### src/hdl/dbs_consts.svh
// Constants for the dynamic bus sizing sequencer.
`ifndef DBS_CONSTS_SVH
`define DBS_CONSTS_SVH
`define DBS_SIZE_LONG  2'h0
`define DBS_SIZE_BYTE  2'h1
`define DBS_SIZE_WORD  2'h2
`define DBS_SIZE_THREE 2'h3
`define DBS_CNT_BYTE   3'h1
`define DBS_CNT_WORD   3'h2
`define DBS_CNT_LONG   3'h4
`define DBS_CNT_THREE  3'h3
`define DBS_CNT_ZERO   3'h0
`define DBS_OFS_MASK   2'h3
`define DBS_LANES_32   3'h4
`define DBS_LANES_16   3'h2
`define DBS_LANES_8    3'h1
`endif

### src/hdl/dbs_pkg.sv
// Types shared by the dynamic bus sizing sequencer.
package dbs_pkg;
	typedef enum logic [1:0]
	{
		DBS_OP_BYTE = 2'h1,
		DBS_OP_WORD = 2'h2,
		DBS_OP_LONG = 2'h0
	} dbs_opsize_t;

	typedef struct packed
	{
		logic        write;
		logic        fetch;
		dbs_opsize_t size;
		logic [31:0] addr;
		logic [31:0] wdata;
	} dbs_req_t;

	typedef struct packed
	{
		logic [31:0] addr;
		logic [1:0]  size_code;
		logic        write;
		logic [31:0] wdata;
	} dbs_bus_t;

	typedef enum logic [1:0]
	{
		DBS_ST_IDLE = 2'b00,
		DBS_ST_BUS  = 2'b01,
		DBS_ST_DONE = 2'b10
	} dbs_state_t;
endpackage

### src/hdl/dbs_lane_mux.sv
// Write lane router: places the remaining operand bytes onto the external data lanes.
`timescale 1ns/1ps
`include "dbs_consts.svh"
module dbs_lane_mux
(
	input  wire logic [31:0] operand,
	input  wire logic [2:0]  remaining,
	input  wire logic [1:0]  offset,
	output logic      [31:0] lanes
);
	import dbs_pkg::*;

	logic [7:0] op_byte [4];
	logic [1:0] first_idx;

	// Remaining bytes are the low-order end of the operand; byte k of them
	// must land on lane (offset+k), and a narrow port also sees them on its
	// upper lanes because byte lane n of the port is mirrored.
	always_comb
	begin
		lanes = 32'h0;
		for (int i = 0; i < 4; i++)
			op_byte[i] = operand[31 - 8*i -: 8];
		first_idx = 2'(3'h4 - remaining);
		for (int ln = 0; ln < 4; ln++)
		begin
			logic [1:0] k;
			logic [1:0] sel;
			k   = 2'(ln) - offset;
			sel = first_idx + k;
			lanes[31 - 8*ln -: 8] = op_byte[sel];
		end
		// Copies for narrow ports: lane 0 carries byte at offset, lanes 0/1
		// carry the halfword at offset, as a 16- or 8-bit port expects.
		// An odd offset is the second byte of a 16-bit port, even at offset three.
		lanes[31:24] = op_byte[first_idx];
		if (offset[0])
		begin
			lanes[23:16] = op_byte[first_idx];
		end
		else
		begin
			lanes[23:16] = (remaining > `DBS_CNT_BYTE) ? op_byte[2'(first_idx + 2'h1)]
			                                            : op_byte[first_idx];
		end
	end
endmodule

### src/hdl/dbs_sequencer.sv
// Dynamic bus sizing sequencer: splits operand accesses into sized bus cycles.
`timescale 1ns/1ps
`include "dbs_consts.svh"
module dbs_sequencer
(
	input  wire logic              clk_sys,
	input  wire logic              rst,
	input  wire logic              req_valid,
	output logic                   req_ready,
	input  wire dbs_pkg::dbs_req_t req,
	output logic                   done,
	output logic                   addr_error,
	output logic                   misaligned,
	output logic [31:0]            rdata,
	output logic [31:0]            fetch_hold,
	output logic                   fetch_hold_valid,
	output logic                   bus_start,
	output logic                   bus_active,
	output dbs_pkg::dbs_bus_t      bus,
	output logic                   remaining_size_bit0,
	output logic                   remaining_size_bit1,
	input  wire logic [31:0]       data_in,
	input  wire logic              ack_width_low,
	input  wire logic              ack_width_high
);
	import dbs_pkg::*;

	dbs_state_t  state_q,  state_d;
	logic [31:0] addr_q,   addr_d;
	logic [2:0]  rem_q,    rem_d;
	logic [31:0] op_q,     op_d;
	logic        write_q,  write_d;
	logic        fetch_q,  fetch_d;
	logic [31:0] rdata_q,  rdata_d;
	logic [31:0] hold_q,   hold_d;
	logic        hold_v_q, hold_v_d;
	logic        done_q,   done_d;
	logic        aerr_q,   aerr_d;
	logic        mis_q,    mis_d;
	logic        start_q,  start_d;
	logic [31:0] lanes;
	logic [1:0]  size_code;
	logic [2:0]  port_bytes;
	logic [2:0]  to_boundary;
	logic [2:0]  moved;
	logic        acked;
	logic [2:0]  req_cnt;

	dbs_lane_mux u_lane_mux
	(
		.operand   (op_q),
		.remaining (rem_q),
		.offset    (addr_q[1:0]),
		.lanes     (lanes)
	);

	// Size code reflects the bytes still owed, not what the port can take.
	always_comb
	begin
		unique case (rem_q)
			`DBS_CNT_BYTE: size_code = `DBS_SIZE_BYTE;
			`DBS_CNT_WORD: size_code = `DBS_SIZE_WORD;
			`DBS_CNT_THREE: size_code = `DBS_SIZE_THREE;
			default:       size_code = `DBS_SIZE_LONG;
		endcase
	end

	// Port width decoded from the acknowledge pair; none asserted is a wait state.
	always_comb
	begin
		acked      = ack_width_low | ack_width_high;
		port_bytes = `DBS_LANES_32;
		if (ack_width_high && !ack_width_low)
			port_bytes = `DBS_LANES_16;
		else if (ack_width_low && !ack_width_high)
			port_bytes = `DBS_LANES_8;
	end

	// Bytes moved are limited by port width, by the port's own word boundary
	// and by what remains; this alone yields every cycle count.
	always_comb
	begin
		logic [2:0] pos;
		pos         = {1'b0, addr_q[1:0]} & {1'b0, 2'(port_bytes - 3'h1)};
		to_boundary = 3'(port_bytes - pos);
		moved       = (to_boundary < rem_q) ? to_boundary : rem_q;
	end

	always_comb
	begin
		unique case (req.size)
			DBS_OP_BYTE: req_cnt = `DBS_CNT_BYTE;
			DBS_OP_WORD: req_cnt = `DBS_CNT_WORD;
			default:     req_cnt = `DBS_CNT_LONG;
		endcase
	end

	assign req_ready           = (state_q == DBS_ST_IDLE);
	assign bus_active          = (state_q == DBS_ST_BUS);
	assign bus_start           = start_q;
	assign done                = done_q;
	assign addr_error          = aerr_q;
	assign misaligned          = mis_q;
	assign rdata               = rdata_q;
	assign fetch_hold          = hold_q;
	assign fetch_hold_valid    = hold_v_q;
	assign remaining_size_bit0 = size_code[0];
	assign remaining_size_bit1 = size_code[1];

	always_comb
	begin
		bus.addr      = addr_q;
		bus.size_code = size_code;
		bus.write     = write_q;
		bus.wdata     = lanes;
	end

	always_comb
	begin
		state_d  = state_q;
		addr_d   = addr_q;
		rem_d    = rem_q;
		op_d     = op_q;
		write_d  = write_q;
		fetch_d  = fetch_q;
		start_d  = 1'b0;
		unique case (state_q)
			DBS_ST_IDLE:
			begin
				if (req_valid)
				begin
					// An odd fetch stays off the bus.
					if (req.fetch && !req.addr[0])
					begin
						// Whole aligned long word regardless of which word is needed.
						addr_d   = {req.addr[31:2], 2'h0};
						rem_d    = `DBS_CNT_LONG;
						write_d  = 1'b0;
						fetch_d  = 1'b1;
						state_d  = DBS_ST_BUS;
						start_d  = 1'b1;
					end
					else if (!req.fetch)
					begin
						addr_d  = req.addr;
						rem_d   = req_cnt;
						op_d    = req.wdata;
						write_d = req.write;
						fetch_d = 1'b0;
						state_d = DBS_ST_BUS;
						start_d = 1'b1;
					end
				end
			end
			DBS_ST_BUS:
			begin
				// Without an acknowledge every bus field holds as a wait state.
				if (acked)
				begin
					// Capture read bytes from the port's lanes into operand order.
					for (int k = 0; k < 4; k++)
					begin
						logic [2:0] idx;
						logic [1:0] lane;
						idx  = 3'(3'h4 - rem_q + 3'(k));
						lane = 2'((({1'b0, addr_q[1:0]} & {1'b0, 2'(port_bytes - 3'h1)}))
						       + 3'(k));
						if (!write_q && (3'(k) < moved))
							op_d[31 - 8*idx[1:0] -: 8] = data_in[31 - 8*lane -: 8];
					end
					// Advance by the bytes actually moved.
					rem_d  = 3'(rem_q - moved);
					addr_d = addr_q + {29'h0, moved};
					if (rem_q == moved)
						state_d = DBS_ST_DONE;
					else
						start_d = 1'b1;
				end
			end
			DBS_ST_DONE:
				state_d = DBS_ST_IDLE;
			default:
				state_d = DBS_ST_IDLE;
		endcase
	end

	// Status and results are a group of their own, so the pulses cannot be
	// disturbed by changes to the cycle sequencing.
	always_comb
	begin
		rdata_d = rdata_q;
		done_d  = 1'b0;
		aerr_d  = 1'b0;
		mis_d   = mis_q;
		if (req_ready && req_valid)
		begin
			if (req.fetch && req.addr[0])
			begin
				aerr_d = 1'b1;
				done_d = 1'b1;
			end
			else if (!req.fetch)
			begin
				// Misalignment only costs cycles, never an exception.
				mis_d = (req.size == DBS_OP_WORD && req.addr[0]) ||
				        (req.size == DBS_OP_LONG && (req.addr[1:0] != 2'h0));
			end
		end
		else if (state_q == DBS_ST_DONE)
		begin
			done_d  = 1'b1;
			rdata_d = op_q;
		end
	end

	// The holding register keeps the last fetched long word, both instruction words,
	// until the next even-addressed fetch clears its valid flag; each such fetch still runs its own bus cycles.
	always_comb
	begin
		hold_d   = hold_q;
		hold_v_d = hold_v_q;
		if (req_ready && req_valid && req.fetch && !req.addr[0])
		begin
			hold_v_d = 1'b0;
		end
		else if (state_q == DBS_ST_DONE && fetch_q)
		begin
			hold_d   = op_q;
			hold_v_d = 1'b1;
		end
	end

	always_ff @(posedge clk_sys or posedge rst)
	begin
		if (rst)
		begin
			state_q <= DBS_ST_IDLE;
			addr_q  <= 32'h0;
			rem_q   <= `DBS_CNT_ZERO;
			op_q    <= 32'h0;
			write_q <= 1'b0;
			fetch_q <= 1'b0;
			start_q <= 1'b0;
		end
		else
		begin
			state_q <= state_d;
			addr_q  <= addr_d;
			rem_q   <= rem_d;
			op_q    <= op_d;
			write_q <= write_d;
			fetch_q <= fetch_d;
			start_q <= start_d;
		end
	end

	always_ff @(posedge clk_sys or posedge rst)
	begin
		if (rst)
		begin
			rdata_q <= 32'h0;
			done_q  <= 1'b0;
			aerr_q  <= 1'b0;
			mis_q   <= 1'b0;
		end
		else
		begin
			rdata_q <= rdata_d;
			done_q  <= done_d;
			aerr_q  <= aerr_d;
			mis_q   <= mis_d;
		end
	end

	always_ff @(posedge clk_sys or posedge rst)
	begin
		if (rst)
		begin
			hold_q   <= 32'h0;
			hold_v_q <= 1'b0;
		end
		else
		begin
			hold_q   <= hold_d;
			hold_v_q <= hold_v_d;
		end
	end
endmodule

### config.mk
export PLATFORM = sky130hd
export DESIGN_NAME = dbs_sequencer
export DESIGN_NICKNAME = d
export VERILOG_FILES = /design/src/hdl/dbs_pkg.sv /design/src/hdl/dbs_lane_mux.sv /design/src/hdl/dbs_sequencer.sv
export VERILOG_INCLUDE_DIRS = /design/src /design/src/hdl
export SDC_FILE = /design/constraint.sdc
export NUM_CORES = 1
export LEC_CHECK = 0
export BUFFER_PORTS_ARGS = -buffer_cell sky130_fd_sc_hd__buf_2
export CAP_MARGIN = 10
export CORE_UTILIZATION = 40
export DETAILED_ROUTE_END_ITERATION = 10
export GPL_ROUTABILITY_DRIVEN = 0
export PLACE_DENSITY = 0.67
export SYNTH_ARGS = -nofsm -noshare
export SYNTH_HDL_FRONTEND = slang
export SYNTH_HIERARCHICAL = 1
export SYNTH_SLANG_ARGS = --single-unit
export TNS_END_PERCENT = 1
### constraint.sdc
create_clock -name clk_sys -period 7.1 [get_ports clk_sys]
set_input_delay 1.42 -clock clk_sys [delete_from_list [all_inputs] [get_ports clk_sys]]
set_output_delay 1.42 -clock clk_sys [all_outputs]
set_load 0.005 [all_outputs]
==> impl_metrics.toml <==
[clocking]
post_cts.resized_instances = 0
cts_max_level = 4
clock_tree.root_cell = "clkbuf_16"
clock-sinks = 140
worstSkewPairLatency_ns = 0.44
cts-buffers-inserted = 17
postCtsSetupBuffers = 0
clk_transition_reported_paths_ns = 0.07
cts_max_path_buffers = 2
tritoncts = "built"
hold_buffers = 0

[die]
std_cell_rows = 60
boundaryPins = 245
floorplan.die.width_microns = 167
die_area_sq_um = 27900
die_h_microns = 167
design.core.area_sq_um = 26800
floorplan.initialDensity = 0.406

[pwr]
vdd_ir_drop_max_uv = 231
leakagePower_nw = 6.00
p_per_area_nw_per_um2 = 624

[critical_path]
crit_path_start = "ack_width_high"
required_worst_endpoint_ns = 7.43
cp_cell_sequence = "buf_2 > inv_1 > ha_1 > nor2b_1 > buf_4 > inv_2 > ha_1 > o31a_1 > ha_1 > nor2_1 > o32ai_4 > inv_2 > ha_1 > fa_1 > a21o_1 > and3_1 > and4b_1 > nand2_1 > o21ai_0 > a211oi_1"
cp_common_cell = "ha_1"
critical-path-max-stage-delay_ns = 0.42
critical_path_capture_point_type = "register"
critPathMaxFanout = 19
worst-endpoint-arrival_ns = 5.82
rr_startpoint = "addr_q[0]$_DFFE_PP0P_"
critical_path_buf_inv_count = 5
worst_path_dominant_cell_family = "adder cells"
critPathSlowestCell = "o32ai_4"
crit_path_start_kind = "input pin"
crit_type = "in2reg"

[sta]
setup_violations = 0
final.hold.worst_slack_ns = 0.471
tightest_slew_ns = 1.26
max_freq_mhz = 182
fraction_of_the_cycle_the_final_worst_path_needs = 0.773
final.setup_skew_ns = 0.0221
slew-limit-headroom = 0.149
drv_slew = 0
setup_total_negative_slack_ns = 0
finalHoldViolCount = 0
grt_setup_unrepaired = "false"
post-route-min-period_ns = 5.49

[grt]
first_pass_grt_wire_length_mm = 61.9
pin_count_of_the_biggest_net_entering_global_routing = 92
globalRouteTotalUtil = 0.288
number_of_antenna_violations_at_the_first_check_in_global_routing = 1
grt_overflow_total = 0
vias_in_the_first_global_route = 10342

[routing]
detail_route.iter0.violations = 1600
num_vias = 11483
drc = 0
route.antenna.remaining_nets = 0
drt_first_pass_iters = 11
wl_per_cell_microns = 22.9
via_per_inst = 6.43
wl_mm = 41.0

[logic_synthesis]
asyncSetResetFlopFracSynth = 1.00
yosys_warnings = 6
synth_top_family_by_area = "compound AO/OA/AOI/OAI gates"
synth_xor_xnor_area_share = 0.00920
yosysUniqueCellTypes = 76
syn_area_sq_um = 10900
synthesized_area_fraction_occupied_by_adder_cells = 0.0347
part_of_the_yosys_area_used_for_sequential_elements = 0.322
synth-edff-count = 0
synth_seq_cells = 140
post_synth_and_or_nand_nor_area_fraction = 0.155
synthCells = 1247
synth_compound_gate_area_share = 0.279
yosys_most_used_dff = "dfrtp_1"
postSynthNetCount = 1381
synthesis.area_per_instance_sq_um = 8.73
synth.area.mux_share = 0.147

[place]
place.detailed.hpwl_mm = 29.2
port_buffers = 244

[finish]
area.growth.synth_to_final_pct = 18.0
layout-drive-gt1-share = 0.266
nNetsFinal = 1567
insertedDiodeCount = 0

[hold_path]
hold_wc_startpoint = "rdata[20]$_DFFE_PP0P_"
min-delay-path-class = "reg2reg"

[job]
max_cap_violations = 0

[status]
run_status = "complete, no violations"
-- worst min-delay path: cells and delay by family (launching register included) --
kind | cells | cell delay, ns
flip-flops | 1 | 0.34
AND/OR/NAND/NOR | 2 | 0.10
-- cell families (layout without fill, tap and decap cells) --
| kind of cell | Yosys count | after routing |
|---|---|---|
| AO/OA/AOI/OAI | 432 | 432 |
| XOR/XNOR | 5 | 5 |
| adder cells (fa/ha/maj) | 29 | 29 |
| buffers and inverters | 138 | 337 |
| flip-flops | 140 | 140 |
| multiplexers | 122 | 122 |
| AND/OR/NAND/NOR | 381 | 381 |
-- where the power goes --
part	switching [mW]	total [mW]	internal, mW	leakage [nW]
Sequential	0.601	1.78	1.18	1.66
Clock	0.427	0.930	0.503	0.287
Combinational	3.07	5.30	2.22	4.05
-- final timing paths --
| check | slack [ns] | cells after the start | to |
|---|---|---|---|
| worst min-delay path | 0.47 | 2 | rdata[20]$_DFFE_PP0P_ |
| max in group asynchronous | 4.73 | 3 | fetch_hold[27]$_DFFE_PP0P_ |
| worst max-delay path | 1.61 | 20 | addr_q[22]$_DFFE_PP0P_ |
| worst max register to register | 2.27 | 17 | addr_q[22]$_DFFE_PP0P_ |
| worst min register to register | 0.47 | 2 | rdata[20]$_DFFE_PP0P_ |
| min in group asynchronous | 1.17 | 2 | rdata[8]$_DFFE_PP0P_ |
-- cell usage after synthesis, types with 5 or more instances --
library cell / instances / area (sq um)
nand2_1: 205 / 769
dfrtp_1: 140 / 3500
o21ai_0: 102 / 510
a21oi_1: 93 / 465
nor2_1: 66 / 248
clkbuf_1: 58 / 218
mux2i_1: 50 / 500
mux2_2: 48 / 541
o22ai_1: 47 / 294
inv_1: 39 / 146
a222oi_1: 32 / 320
nor3_1: 29 / 145
ha_1: 27 / 338
nor2b_1: 25 / 156
buf_2: 19 / 95.1
mux4_2: 18 / 405
o21a_1: 18 / 135
a211o_1: 17 / 149
nand3_1: 17 / 85.1
a2111oi_0: 16 / 140
a311o_1: 16 / 160
o221ai_1: 14 / 123
a211oi_1: 11 / 82.6
buf_1: 9 / 33.8
nand4_1: 8 / 50.1
a2bb2oi_1: 7 / 61.3
and3_1: 7 / 43.8
a21o_1: 6 / 45.0
mux4_1: 6 / 158
a311oi_1: 5 / 43.8
buf_4: 5 / 37.5
nand2b_1: 5 / 31.3
-- through the flow --
stage	setup WS, ns	util	cell area, sq um	instances	total power [mW]
6_report	1.61	0.479	12800	1787	8.01
5_1_grt	1.29	0.479	12800	1787	8.51
4_1_cts	1.66	0.479	12800	1786	7.89
3_5_place_dp	1.21	0.457	12300	1754	6.94
3_3_place_gp	1.30	0.457	12300	1754	6.86
2_1_floorplan	0.989	-	10900	1247	5.18
-- layer usage --
layer / wire length [microns] / vias to the layer above / global-route usage
met1: 16300 / 5426 / 0.387
met2: 17900 / 835 / 0.434
met4: 1760 / 2 / 0.136
met3: 4940 / 134 / 0.0694
li1: - / 5086 / -
met5: 8 / - / 0
-- sequential cells by signal (all words and copies together), names as in the netlist --
name              cells
fetch_q               1
state_q               2
write_q               1
fetch_hold           32
bus_start             1
op_q                 32
done                  1
fetch_hold_valid      1
addr_q               32
misaligned            1
rem_q                 3
rdata                32
addr_error            1
-- layout make-up --
cell class / instances / area [sq um]
inverter: 45 / 174
tap: 341 / 427
timing repair buffer: 260 / 1340
clock inverter: 15 / 165
sequential: 140 / 3500
fill: 2597 / 14000
multi-input combinational: 969 / 6810
clock buffer: 17 / 425
-- placed cells by master (no fill, tap or decap), drive strengths merged, types with 5 or more instances in the layout --
master	synthesis	layout
a2111oi	16	16
a211o	17	17
a211oi	11	11
a21o	6	6
a21oi	93	93
a222oi	32	32
a2bb2oi	8	8
a311o	16	16
a311oi	5	5
a31oi	5	5
and3	7	7
buf	35	260
clkbuf	58	17
dfrtp	140	140
ha	27	27
inv	43	54
mux2	48	48
mux2i	50	50
mux4	24	24
nand2	205	205
nand2b	5	5
nand3	17	17
nand4	8	8
nor2	66	66
nor2b	25	25
nor3	29	29
o21a	18	18
o21ai	106	106
o221ai	14	14
o22ai	48	48
o41ai	5	5
Power figures use the tool's default switching activity.
